<file path="src/atx_cfg.svh">
// constants for the asynchronous serial transmitter
`ifndef ATX_CFG_SVH
`define ATX_CFG_SVH
`define ATX_OFS_CTRL       8'h00
`define ATX_OFS_DATA       8'h04
`define ATX_OFS_STATUS     8'h08
`define ATX_OFS_IRQ_EN     8'h0C
`define ATX_OFS_BAUD       8'h10
`define ATX_ADDR_MSB       7
`define ATX_CTRL_TX_EN     0
`define ATX_CTRL_PORT_EN   1
`define ATX_CTRL_CLOCKED   2
`define ATX_CTRL_NINE      3
`define ATX_CTRL_INVERT    4
`define ATX_CTRL_HIGH_SPD  5
`define ATX_CTRL_WIDE      6
`define ATX_CTRL_NINTH     7
`define ATX_CTRL_W         8
`define ATX_CTRL_RESET     8'h00
`define ATX_BAUD_RESET     16'h0000
`define ATX_STAT_EMPTY     0
`define ATX_STAT_SH_EMPTY  1
`define ATX_STAT_IRQ       2
`define ATX_IRQ_TX_EN      0
`define ATX_IRQ_PERIPH     1
`define ATX_IRQ_GLOBAL     2
`define ATX_IRQ_W          3
`define ATX_IRQ_RESET      3'h0
`define ATX_PRE_SLOW       6'h3F
`define ATX_PRE_MID        6'h0F
`define ATX_PRE_FAST       6'h03
`define ATX_FRAME_BITS8    4'hA
`define ATX_FRAME_BITS9    4'hB
`define ATX_FRAME_W        11
`endif

</file>
<file path="src/atx_pkg.sv">
// types for the asynchronous serial transmitter
package atx_pkg;
  typedef enum logic [0:0]
  {
    ATX_IDLE = 1'b0,
    ATX_SEND = 1'b1
  } atx_state_t;
endpackage : atx_pkg

</file>
<file path="src/atx_baud_gen.sv">
// bit period generator for the serial transmitter
`timescale 1ns/1ns
`include "atx_cfg.svh"
module atx_baud_gen
(
  input  wire logic        hclk,
  input  wire logic        hresetn,
  input  wire logic        run,
  input  wire logic [15:0] divisor,
  input  wire logic        wide,
  input  wire logic        high,
  output logic             tick
);
  logic [5:0]  pre;
  logic [15:0] div;
  logic [5:0]  pre_limit;
  logic [15:0] div_limit;

  // period is (pre_limit+1)*(div_limit+1) system clocks
  always_comb
  begin
    unique case ({wide, high})
      2'b00:   pre_limit = `ATX_PRE_SLOW;
      2'b11:   pre_limit = `ATX_PRE_FAST;
      default: pre_limit = `ATX_PRE_MID;
    endcase
    div_limit = wide ? divisor : {8'h00, divisor[7:0]};
  end

  // counters restart when idle so each frame begins on a full period
  always_ff @(posedge hclk or negedge hresetn)
  begin
    if (!hresetn)
    begin
      pre <= 6'h00;
      div <= 16'h0000;
    end
    else if (!run)
    begin
      pre <= 6'h00;
      div <= 16'h0000;
    end
    else if (pre == pre_limit)
    begin
      pre <= 6'h00;
      div <= (div == div_limit) ? 16'h0000 : div + 16'h0001;
    end
    else
      pre <= pre + 6'h01;
  end

  assign tick = run && (pre == pre_limit) && (div == div_limit);
endmodule : atx_baud_gen

</file>
<file path="src/atx_uart_tx.sv">
// asynchronous serial transmitter with ahb-lite register slave
`timescale 1ns/1ns
`include "atx_cfg.svh"
module atx_uart_tx
(
  input  wire logic        hclk,
  input  wire logic        hresetn,
  input  wire logic        hsel,
  input  wire logic [31:0] haddr,
  input  wire logic [1:0]  htrans,
  input  wire logic        hwrite,
  input  wire logic [2:0]  hsize,
  input  wire logic [31:0] hwdata,
  input  wire logic        hready,
  output logic             hreadyout,
  output logic             hresp,
  output logic [31:0]      hrdata,
  output logic             tx_pin_out,
  output logic             tx_pin_oe,
  output logic             tx_irq_request
);
  logic [`ATX_CTRL_W-1:0]  ctrl;
  logic [`ATX_IRQ_W-1:0]   irq_en;
  logic [15:0]             baud_div;
  logic [7:0]              tx_holding_buffer;
  logic                    hold_full;
  logic [`ATX_FRAME_W-1:0] output_shifter;
  logic [3:0]              bits_left;
  atx_pkg::atx_state_t     state;
  logic                    tx_empty_flag;
  logic                    shifter_empty_status;
  logic                    dp_write;
  logic [`ATX_ADDR_MSB:0]  dp_addr;
  logic                    transmit_enable;
  logic                    port_enable;
  logic                    clocked_mode_select;
  logic                    nine_bit_send_enable;
  logic                    output_polarity_invert;
  logic                    ninth_send_bit;
  logic                    enabled;
  logic                    load;
  logic                    bit_tick;
  logic                    line_level;
  logic                    addr_phase;
  logic [31:0]             next_rdata;

  assign transmit_enable        = ctrl[`ATX_CTRL_TX_EN];
  assign port_enable            = ctrl[`ATX_CTRL_PORT_EN];
  assign clocked_mode_select    = ctrl[`ATX_CTRL_CLOCKED];
  assign nine_bit_send_enable   = ctrl[`ATX_CTRL_NINE];
  assign output_polarity_invert = ctrl[`ATX_CTRL_INVERT];
  assign ninth_send_bit         = ctrl[`ATX_CTRL_NINTH];

  assign enabled = transmit_enable && port_enable
                   && !clocked_mode_select;
  assign load    = enabled && hold_full
                   && (state == atx_pkg::ATX_IDLE);

  // zero wait-state slave, always okay
  assign hreadyout  = 1'b1;
  assign hresp      = 1'b0;
  assign addr_phase = hsel && hready && htrans[1];

  always_ff @(posedge hclk or negedge hresetn)
  begin
    if (!hresetn)
    begin
      dp_write <= 1'b0;
      dp_addr  <= '0;
    end
    else if (hready)
    begin
      dp_write <= addr_phase && hwrite;
      dp_addr  <= haddr[`ATX_ADDR_MSB:0];
    end
  end

  // control and configuration registers
  always_ff @(posedge hclk or negedge hresetn)
  begin
    if (!hresetn)
    begin
      ctrl     <= `ATX_CTRL_RESET;
      irq_en   <= `ATX_IRQ_RESET;
      baud_div <= `ATX_BAUD_RESET;
    end
    else if (dp_write)
    begin
      if (dp_addr == `ATX_OFS_CTRL)
        ctrl <= hwdata[`ATX_CTRL_W-1:0];
      if (dp_addr == `ATX_OFS_IRQ_EN)
        irq_en <= hwdata[`ATX_IRQ_W-1:0];
      if (dp_addr == `ATX_OFS_BAUD)
        baud_div <= hwdata[15:0];
    end
  end

  // holding buffer; a write in the load cycle wins and stays queued
  always_ff @(posedge hclk or negedge hresetn)
  begin
    if (!hresetn)
    begin
      tx_holding_buffer <= 8'h00;
      hold_full         <= 1'b0;
    end
    else if (dp_write && dp_addr == `ATX_OFS_DATA)
    begin
      tx_holding_buffer <= hwdata[7:0];
      hold_full         <= 1'b1;
    end
    else if (load)
      hold_full <= 1'b0;
  end

  atx_baud_gen u_baud
  (
    .hclk    (hclk),
    .hresetn (hresetn),
    .run     (state == atx_pkg::ATX_SEND),
    .divisor (baud_div),
    .wide    (ctrl[`ATX_CTRL_WIDE]),
    .high    (ctrl[`ATX_CTRL_HIGH_SPD]),
    .tick    (bit_tick)
  );

  // shifter: start bit in bit 0, ones fill in behind it
  always_ff @(posedge hclk or negedge hresetn)
  begin
    if (!hresetn)
    begin
      state          <= atx_pkg::ATX_IDLE;
      output_shifter <= '1;
      bits_left      <= 4'h0;
    end
    else if (!enabled)
    begin
      state          <= atx_pkg::ATX_IDLE;
      output_shifter <= '1;
      bits_left      <= 4'h0;
    end
    else
    begin
      unique case (state)
        atx_pkg::ATX_IDLE:
        begin
          if (load)
          begin
            state <= atx_pkg::ATX_SEND;
            // ninth slot holds the stop level in eight-bit mode
            output_shifter <= {1'b1,
                               nine_bit_send_enable ? ninth_send_bit
                                                    : 1'b1,
                               tx_holding_buffer, 1'b0};
            bits_left <= nine_bit_send_enable ? `ATX_FRAME_BITS9
                                              : `ATX_FRAME_BITS8;
          end
        end
        atx_pkg::ATX_SEND:
        begin
          if (bit_tick)
          begin
            output_shifter <= {1'b1,
                               output_shifter[`ATX_FRAME_W-1:1]};
            bits_left      <= bits_left - 4'h1;
            if (bits_left == 4'h1)
              state <= atx_pkg::ATX_IDLE;
          end
        end
      endcase
    end
  end

  // stop bit and idle both rest at mark
  assign line_level = (state == atx_pkg::ATX_SEND)
                      ? output_shifter[0] : 1'b1;

  always_ff @(posedge hclk or negedge hresetn)
  begin
    if (!hresetn)
    begin
      tx_pin_out <= 1'b1;
      tx_pin_oe  <= 1'b0;
    end
    else
    begin
      tx_pin_out <= line_level ^ output_polarity_invert;
      tx_pin_oe  <= port_enable;
    end
  end

  // status flags, registered so they settle within two cycles
  always_ff @(posedge hclk or negedge hresetn)
  begin
    if (!hresetn)
    begin
      tx_empty_flag        <= 1'b0;
      shifter_empty_status <= 1'b1;
      tx_irq_request       <= 1'b0;
    end
    else
    begin
      tx_empty_flag <= enabled && !hold_full;
      shifter_empty_status <= (state == atx_pkg::ATX_IDLE)
                              && !load;
      tx_irq_request <= enabled && !hold_full
                        && irq_en[`ATX_IRQ_TX_EN]
                        && irq_en[`ATX_IRQ_PERIPH]
                        && irq_en[`ATX_IRQ_GLOBAL];
    end
  end

  // read data prepared at the address phase, shown in the data phase
  always_comb
  begin
    next_rdata = 32'h0000_0000;
    unique case (haddr[`ATX_ADDR_MSB:0])
      `ATX_OFS_CTRL:
        next_rdata[`ATX_CTRL_W-1:0] = ctrl;
      `ATX_OFS_STATUS:
      begin
        next_rdata[`ATX_STAT_EMPTY]    = tx_empty_flag;
        next_rdata[`ATX_STAT_SH_EMPTY] = shifter_empty_status;
        next_rdata[`ATX_STAT_IRQ]      = tx_irq_request;
      end
      `ATX_OFS_IRQ_EN:
        next_rdata[`ATX_IRQ_W-1:0] = irq_en;
      `ATX_OFS_BAUD:
        next_rdata[15:0] = baud_div;
      default:
        next_rdata = 32'h0000_0000;
    endcase
  end

  always_ff @(posedge hclk or negedge hresetn)
  begin
    if (!hresetn)
      hrdata <= 32'h0000_0000;
    else if (addr_phase && !hwrite)
      hrdata <= next_rdata;
  end
endmodule : atx_uart_tx

</file>
<file path="config.mk">
export PLATFORM = sky130hd
export DESIGN_NAME = atx_uart_tx
export DESIGN_NICKNAME = d
export VERILOG_FILES = /design/src/atx_pkg.sv /design/src/atx_baud_gen.sv /design/src/atx_uart_tx.sv
export VERILOG_INCLUDE_DIRS = /design/src
export SDC_FILE = /design/constraint.sdc
export NUM_CORES = 1
export LEC_CHECK = 0
export BUFFER_PORTS_ARGS = -buffer_cell sky130_fd_sc_hd__buf_2
export CAP_MARGIN = 20
export CORE_ASPECT_RATIO = 1.4
export CORE_MARGIN = 2
export CORE_UTILIZATION = 45
export CTS_CLUSTER_DIAMETER = 30
export DETAILED_ROUTE_END_ITERATION = 10
export HOLD_SLACK_MARGIN = 0.08
export PLACE_DENSITY_LB_ADDON = 0.12
export SYNTH_ARGS = -nofsm -noshare
export SYNTH_HDL_FRONTEND = slang
export SYNTH_SLANG_ARGS = --single-unit
</file>
<file path="constraint.sdc">
create_clock -name hclk -period 4.4 [get_ports hclk]
set_clock_uncertainty 0.1 [all_clocks]
set_input_delay 0 -clock hclk [delete_from_list [all_inputs] [get_ports hclk]]
set_output_delay 0 -clock hclk [all_outputs]
set_load 0.005 [all_outputs]
</file>
# Yosys cells after proc, flatten, opt, wreduce, memory -nomap -nowiden
# Cells that the tools add are included.
dict set report totals {
  ff_bits 104
  input_bits 74
  word_cells 92
  output_inout_bits 37
}
dict set report classes {
  muxes 28
  addsub 3
  n_eq_ne 13
  n_bitwise 2
  n_reduce_logical 28
}
# cell count
set ops {}
lappend ops {{two-way mux 16 bit} 4}
lappend ops {{two-way mux 11 bit} 3}
lappend ops {{== test 8 x 4 -> 1 bit, second input constant} 3}
lappend ops {{case mux 11 bit (2 select lines)} 1}
lappend ops {{adder 16 x 1 -> 16 bit, second input constant} 1}
lappend ops {{== test 16 bit} 1}
lappend ops {{== test 8 x 5 -> 1 bit, second input constant} 2}
lappend ops {{logical AND 1 bit} 16}
lappend ops {{logical NOT 8 bit} 2}
lappend ops {{two-way mux 4 bit} 3}
lappend ops {{two-way mux 6 bit} 2}
lappend ops {{case mux 3 bit (4 select lines)} 1}
lappend ops {{case mux 6 bit (2 select lines)} 1}
lappend ops {{case mux 5 bit (2 select lines)} 1}
lappend ops {{two-way mux 1 bit} 9}
lappend ops {{== test 8 x 3 -> 1 bit, second input constant} 1}
lappend ops {{two-way mux 8 bit} 1}
lappend ops {{case mux 4 bit (2 select lines)} 1}
lappend ops {{AND reduction 2 bit} 4}
lappend ops {{adder 6 x 1 -> 6 bit, second input constant} 1}
lappend ops {{== test 6 bit} 1}
lappend ops {{== test 4 x 1 -> 1 bit, second input constant} 1}
lappend ops {{logical NOT 1 bit} 4}
lappend ops {{subtractor 4 x 1 -> 4 bit, second input constant} 1}
lappend ops {{9 further kinds} 9}

# Logic depth before layout (Yosys ltp)
# Gate-level depths: netlist of run 1.
dict set report logic_depth {
  depth_word 8
  depth_mapped 9
  ltp_nobuf 7
}

# By module
# From an unflattened synthesis of run 1, not the netlist that was laid out.
dict set report hier_totals {
  hier_cells 483
  hier_area_um2 5308.8
}
# mod cells_each instances area_per_inst_um2 seq_area_each_um2
set by_module_without_submodules {}
lappend by_module_without_submodules {atx_uart_tx 303 1 3774.9 2042.0}
lappend by_module_without_submodules {atx_baud_gen 180 1 1534.0 550.5}

# Worst setup path before layout of run 1
# No wires, ideal clock.
dict set report synth_timing {
  path_type {register to register}
  from {register dp_addr[1]}
  to {register tx_holding_buffer[0]}
  t_arrival_ns 2.097
  path_buffers 1
  slack_ns 2.078
  setup_time_ns 0.125
  period_less_slack_ns 2.322
  path_stages_with_launch 6
  t_required_ns 4.175
  cell_sequence {dfrtp_1 > or4_1 > or3_1 > buf_2 > nor4b_4 > mux2_2}
}
dict set report synth_via {
  elab_chain_cells 2
}
# item line_no
set synth_rtl {}
lappend synth_rtl {{from (decl)} atx_uart_tx.sv:33} ;# logic [`ATX_ADDR_MSB:0] dp_addr;
lappend synth_rtl {{from (signal assigned)} atx_uart_tx.sv:74} ;# dp_addr <= haddr[`ATX_ADDR_MSB:0];
lappend synth_rtl {{== test 8 x 3 -> 1 bit (no source line)} n/a}
lappend synth_rtl {{logical AND 1 bit (no source line)} n/a}
lappend synth_rtl {{to (signal assigned)} atx_uart_tx.sv:108} ;# tx_holding_buffer <= hwdata[7:0];
lappend synth_rtl {{to (decl)} atx_uart_tx.sv:25} ;# logic [7:0] tx_holding_buffer;
# Every way passes these cells.
# A chain may end at the register's enable or synchronous reset.

# Worst setup path in the final report of run 1
dict set report layout_timing {
  from {register ctrl[6]}
  to {register bits_left[1]}
}
dict set report layout_via {
  elab_chain_cells 7
  word_cells_on_any_way 10
  cone_classes {4 x eq/ne; 2 x mux; 4 x reduce/logical}
}
# item line_no
set layout_rtl {}
lappend layout_rtl {{from (decl)} atx_uart_tx.sv:22} ;# logic [`ATX_CTRL_W-1:0] ctrl;
lappend layout_rtl {{from (signal assigned)} atx_uart_tx.sv:83} ;# ctrl <= `ATX_CTRL_RESET;
lappend layout_rtl {{from (signal assigned)} atx_uart_tx.sv:90} ;# ctrl <= hwdata[`ATX_CTRL_W-1:0];
lappend layout_rtl {{== test 2 bit / logical NOT 2 bit (equally long branches)} atx_baud_gen.sv:22} ;# unique case ({wide, high})
lappend layout_rtl {{case mux 6 bit (2 select lines)} atx_baud_gen.sv:22}
lappend layout_rtl {{== test 6 bit} atx_baud_gen.sv:52} ;# assign tick = run && (pre == pre_limit) && (div == div_limit);
lappend layout_rtl {{logical AND 1 bit} atx_baud_gen.sv:52}
lappend layout_rtl {{logical AND 1 bit (*)} atx_baud_gen.sv:52}
lappend layout_rtl {{inequality test 3 x 2 -> 1 bit (no source line) (*)} n/a}
lappend layout_rtl {{AND reduction 2 bit (no source line) (*)} n/a}
lappend layout_rtl {{to (signal assigned)} atx_uart_tx.sv:154} ;# bits_left <= nine_bit_send_enable ? `ATX_FRAME_BITS9
lappend layout_rtl {{to (signal assigned)} atx_uart_tx.sv:164} ;# bits_left <= bits_left - 4'h1;
lappend layout_rtl {{to (decl)} atx_uart_tx.sv:28} ;# logic [3:0] bits_left;
# Mark *: on every way between the ends. The rest lies on a longest branch, timed or not.

==> impl_metrics.ini, run 1 <==
[layout]
final_common_cell = dfrtp_1
fin_cells = 673
diodes = 0
fin_nets = 605
nFillCells = 968
register_area_mm2 = 0.00259
mostFrequentLayoutCells = dfrtp_1, mux2_2, buf_2
layout-drive-gt1-share_pct = 26.3
multiInputGateArea_mm2 = 0.00228
area_delta_synth_final_pct = 18.8

[power]
sequentialPowerShare_pct = 51.8
sw_frac_of_total_pct = 22.4
p_leak_nw = 2.64
p_sw_uw = 434
clockPowerShare_pct = 41.2
p_per_area_mw_per_mm2 = 322
combPwrFrac_pct = 7.0
max-vdd-ir-drop_v = 0.000214
intPower_mw = 1.51

[critical_path]
cp_cell_sequence = nand2_2, or4b_4, a311oi_4, nand3_2, o21ai_0, buf_4, mux2_2
reg2reg_from = ctrl[6]
critPathKind = reg2reg
rrSetupSlack_ns = 1.69
cp-startpoint = ctrl[6]
crit_arrival_ns = 2.84
worst_ep_required_time_ns = 4.53
cpPeakStageDelay_ns = 0.68
cp_slowest_cell = dfrtp_1
cp_max_fo = 17
start_kind = flip-flop
cp-end-kind = flip-flop

[worst_hold_path]
hp-class = in2reg
hp-start = htrans[1]

[sta]
min_period_ns = 2.71
rsz0062_at_grt = false
timing.fmax_ghz = 0.369
period_share_pct = 61.6
setup_viol = 0
fin_setup_tns_ns = 0
timing.hold.ws_ns = 0.141
finalHoldViolCount = 0
worst_pin_slew_ns = 0.807
maxSlewViolCount = 0
slew_headroom_pct = 44.8

[place]
place.port_buffers = 48
place.gp.congestion = 0.797
placedCellCount = 621
hpwl_um = 7610

[synthesis]
yosys.area.top_type = dfrtp_1
synthArstFlopShare_pct = 100
synthesis.area_mm2 = 0.00508
synth-edff-count = 0
ys_ff_latch = 103
syn_inst = 447
synth_flop_cell = dfrtp_1
synthTopCellsByArea = dfrtp_1, mux2_2, dfstp_2
ys_types = 52
seq_area_frac_synth_pct = 51.1
synth.yosys.warnings = 0
avgSynthCellArea_um2 = 11.4
synth_top_area_share_pct = 44.9

[grt]
overflow = 0
grt_use_total_pct = 19.5
grt_antenna_before_repair = 0
grt_pass1_wl_um = 18600
grt_max_degree = 65
grt_pass1_vias = 3721

[routing]
drtPass1Iterations = 4
drt_wl_total_um = 11100
vias_per_cell = 5.38
route.detailed.drc = 0
vias = 3618
wl_per_cell_um = 16.5
first_iter_violations = 148
detail-route-antenna-nets = 0

[clocking]
clock_latency_ns = 0.34
cts_num_sinks = 103
clkSlewWorstSetupHoldPaths_ns = 0.07
cts_tree = built
clock_path_buffers = 2
cts_root_buf = clkbuf_16
cts-buffers-inserted = 9
postCtsSetupBuffers = 0
htree_levels = 3

[die]
start_util_pct = 46.5
die_w_um = 93.8
rows = 45
coreArea_mm2 = 0.0109
pin_count = 111
die_h_um = 130
die_area_mm2 = 0.0122

[outcome]
run_status = finished, final reports clean

[flow_run]
drv_cap = 0
## metal layers
metal	vias up	global-route usage, %	wire length (um)
met3	14	3.43	296
met4	0	6.22	171
met1	1809	25.6	4780
met2	50	33.0	5830
li1	1745	-	-
met5	-	0	0
## state kept, by name, indices dropped and copies added (netlist names)
register	count
baud_div	16
hrdata	16
u_baud.div	16
output_shifter	10
ctrl	8
dp_addr	8
tx_holding_buffer	8
u_baud.pre	6
bits_left	4
irq_en	3
dp_write	1
hold_full	1
shifter_empty_status	1
state	1
tx_empty_flag	1
tx_irq_request	1
tx_pin_oe	1
tx_pin_out	1
## layout make-up
type                    count  area share [%]
clock buffers              13            4.15
clock inverters             3           0.705
inverters                  12           0.747
multi-input cells         312            37.9
flip-flops and latches    103            43.0
well taps                 141            2.92
repair buffers             89            10.6
## kinds of logic (layout without fill, tap and decap cells)
kind of cell,count (synthesis),count (layout),synth area share (%)
AO/OA/AOI/OAI,67,67,9.44
XOR/XNOR,17,17,2.93
adder cells (fa/ha/maj),4,4,0.986
buffers and inverters,48,117,5.10
flip-flops,103,103,51.1
multiplexers,73,73,15.7
other,2,18,0.148
AND/OR/NAND/NOR,133,133,14.6
## worst max-delay path, delay by kind of cell (launching register included)
family | cells | cell delay (ns)
compound gates | 2 | 0.45
buf+inv | 1 | 0.24
flops | 1 | 0.68
mux | 1 | 0.36
simple gates | 3 | 0.77
## final timing paths
| check | end | cells after the start |
|---|---|---|
| min in group asynchronous | u_baud.pre[3] | 2 |
| setup reg to reg | bits_left[1] | 7 |
| hold / removal | hrdata[7] | 5 |
| max in group asynchronous | shifter_empty_status | 3 |
| setup / recovery | bits_left[1] | 7 |
| hold reg to reg | u_baud.pre[0] | 1 |
## synth_stat cells, drive strengths merged, types with 3 or more instances
cell type  instances
nand3b             5
a22o              14
mux2i             21
clkbuf            12
buf               24
o211ai             3
o22ai              3
a21oi              9
nor4bb             3
or4                5
o311ai             5
dfstp             12
xor2               3
o21ai             19
nor2              20
a31oi              4
ha                 4
nand2             38
xnor2             14
nor3               4
inv               12
nand4b             3
nand3             25
or3                3
mux2              52
nand4              9
dfrtp             91
and3               7
## power by group through the flow
| stage | clock [mW] | sequential, mW | combinational (mW) |
|---|---|---|---|
| after CTS | 0.818 | 1.01 | 0.136 |
| final | 0.799 | 1.01 | 0.135 |
| after global routing | 0.855 | 1.01 | 0.151 |
| after detailed placement | 0 | 1.02 | 0.107 |
| after floorplan | 0 | 1.01 | 0.0713 |
| after global placement | 0 | 1.02 | 0.105 |
## through the flow
| step | util [%] | power, mW | setup slack [ns] | instance area, um^2 |
|---|---|---|---|---|
| after CTS | 55.2 | 1.96 | 1.67 | 6030 |
| after global placement | 49.2 | 1.13 | 1.74 | 5380 |
| after detailed placement | 49.2 | 1.13 | 1.69 | 5380 |
| after floorplan | - | 1.08 | 2.08 | 5140 |
| after global routing | 55.2 | 2.02 | 1.50 | 6030 |
| final | 55.2 | 1.94 | 1.69 | 6030 |
## repair_timing
action,in CTS,in global routing
hold buffers,36,0
gates resized for setup,0,0
endpoints found under the hold margin,100,0
endpoints found under the setup margin,0,0
No activity file was read; power rests on OpenSTA's default activity.
==> run 2: changes to the inputs <==
- clock period: 4.4 -> 2.45 ns (I/O delays scaled with it)
==> run 2 against run 1 <==
Maximum frequency rose by 15%. Sequential cell count stayed put. Critical path depth down 1. Non-clock buffer count increased by 27. Setup slack got worse by 1.6 ns. Worst hold slack lost 0.023 ns. First-iteration DRC count fell by 10%. Sequential share of layout area fell by 1.7 points. Die area unchanged. Design area up 4.2%. Final cell count rose by 4.0%. Largest cell class unchanged. Largest power group unchanged.
==> impl_metrics.ini, run 2 (synthesized netlist as in run 1, its figures left out) <==
[clocking]
cts_num_sinks = 103
cts-buffers-inserted = 9
clock_latency_ns = 0.34
clock_path_buffers = 2
cts_tree = built
clkSlewWorstSetupHoldPaths_ns = 0.07
cts_root_buf = clkbuf_16
htree_levels = 3

[sta]
period_share_pct = 96.2
fin_setup_tns_ns = 0
finalHoldViolCount = 0
setup_viol = 0
min_period_ns = 2.36
worst_pin_slew_ns = 0.919
slew_headroom_pct = 38.5
timing.fmax_ghz = 0.424
rsz0062_at_grt = false
maxSlewViolCount = 0

[worst_hold_path]
hp-class = in2async

[critical_path]
crit_arrival_ns = 2.50
r2r_cells = 6
cp_slowest_cell = or4_1
rr_endpoint = bits_left[3]
cp_max_fo = 4
cp-end-kind = flip-flop
critPathKind = reg2reg
start_kind = flip-flop
cpPeakStageDelay_ns = 0.50
cp.buffers_inverters = 0
cp_cell_sequence = nand2_2, or4b_4, a311oi_4, nand3_2, or4_1, a311oi_1
worst_ep_required_time_ns = 2.59
rrSetupSlack_ns = 0.09
crit_family = simple AND/OR/NAND/NOR gates
reg2reg_from = ctrl[6]

[place]
hpwl_um = 8090
placedCellCount = 645
place.port_buffers = 48
place.gp.congestion = 0.872

[die]
die_w_um = 93.8
start_util_pct = 46.5
die_area_mm2 = 0.0122
die_h_um = 130
coreArea_mm2 = 0.0109
pin_count = 111
rows = 45

[power]
p_leak_nw = 2.78
max-vdd-ir-drop_v = 0.000365
total_power_mw = 3.48
p_per_area_mw_per_mm2 = 553

[routing]
vias = 3815
wl_per_cell_um = 16.4
vias_per_cell = 5.45
detail-route-antenna-nets = 0
first_iter_violations = 133
drt_wl_total_um = 11500
drtPass1Iterations = 4
route.detailed.drc = 0

[grt]
grt_pass1_wl_um = 18800
overflow = 0
grt_pass1_vias = 3917
grt_antenna_before_repair = 0
grt_max_degree = 84
grt_use_total_pct = 20.0

[layout]
area_delta_synth_final_pct = 23.9
diodes = 0
fin_nets = 632
fin_cells = 700
mostFrequentLayoutCells = dfrtp_1, mux2_2, buf_2
reg.largest.list = baud_div x16, hrdata x16, u_baud.div x16
final_common_cell = dfrtp_1
layout-drive-gt1-share_pct = 30.2

[flow_run]
drv_cap = 0

[outcome]
run_status = finished, final reports clean
[run 2: per-layer routing]
| metal | GRT usage [%] | vias to the layer above | part of all wire, % |
|---|---|---|---|
| met1 | 24.0 | 1929 | 41 |
| met3 | 2.97 | 17 | 3.1 |
| met2 | 35.4 | 65 | 54 |
| li1 | - | 1804 | - |
| met5 | 0 | - | 0 |
| met4 | 8.53 | 0 | 2.1 |
[run 2: worst min-delay path: cells and delay by family]
kind,cells,cell delay [ns]
buf+inv,3,0.97
[run 2: how the worst max path moves through the flow]
stage,start,end,slack [ns],cells after the start
detailed placement,dp_addr[1],tx_holding_buffer[1],0.08,5
global route,ctrl[6],u_baud.div[14],0.005,7
global placement,dp_addr[1],tx_holding_buffer[5],0.10,5
finish,ctrl[6],bits_left[3],0.09,6
CTS,dp_addr[1],tx_holding_buffer[5],0.06,5
floorplan,dp_addr[1],tx_holding_buffer[0],0.13,5
[run 2: timing repair]
item | 4_1_cts | 5_1_grt
setup buffers | 0 | 2
endpoints found under the setup margin | 0 | 22
gates resized for setup | 0 | 6
hold buffers | 37 | 0
hold endpoints to repair | 143 | 0
[run 2: through the flow]
step / area, um^2 / setup slack (ns) / util, % / hold slack [ns]
after floorplan: 5140 / 0.128 / - / -0.396
after CTS: 6250 / 0.0602 / 57.3 / 0.158
after global placement: 5600 / 0.100 / 51.2 / -0.190
final: 6290 / 0.0924 / 57.6 / 0.117
after global routing: 6290 / 0.00546 / 57.6 / 0.184
after detailed placement: 5600 / 0.0770 / 51.2 / -0.184
[run 2: power breakdown]
| part | switching (mW) | internal [mW] | leakage, nW |
|---|---|---|---|
| Combinational | 0.118 | 0.141 | 1.32 |
| Sequential | 0.0495 | 1.75 | 1.33 |
| Clock | 0.623 | 0.792 | 0.133 |
| Total | 0.791 | 2.69 | 2.78 |
[run 2: cell type report]
| type | count | area (um^2) |
|---|---|---|
| Clock buffer | 12 | 236 |
| Clock inverter | 4 | 50.0 |
| Fill cell | 960 | 4640 |
| Inverter | 12 | 45.0 |
| Multi-Input combinational cell | 312 | 2300 |
| Sequential cell | 103 | 2590 |
| Tap cell | 141 | 176 |
| Timing Repair Buffer | 116 | 883 |
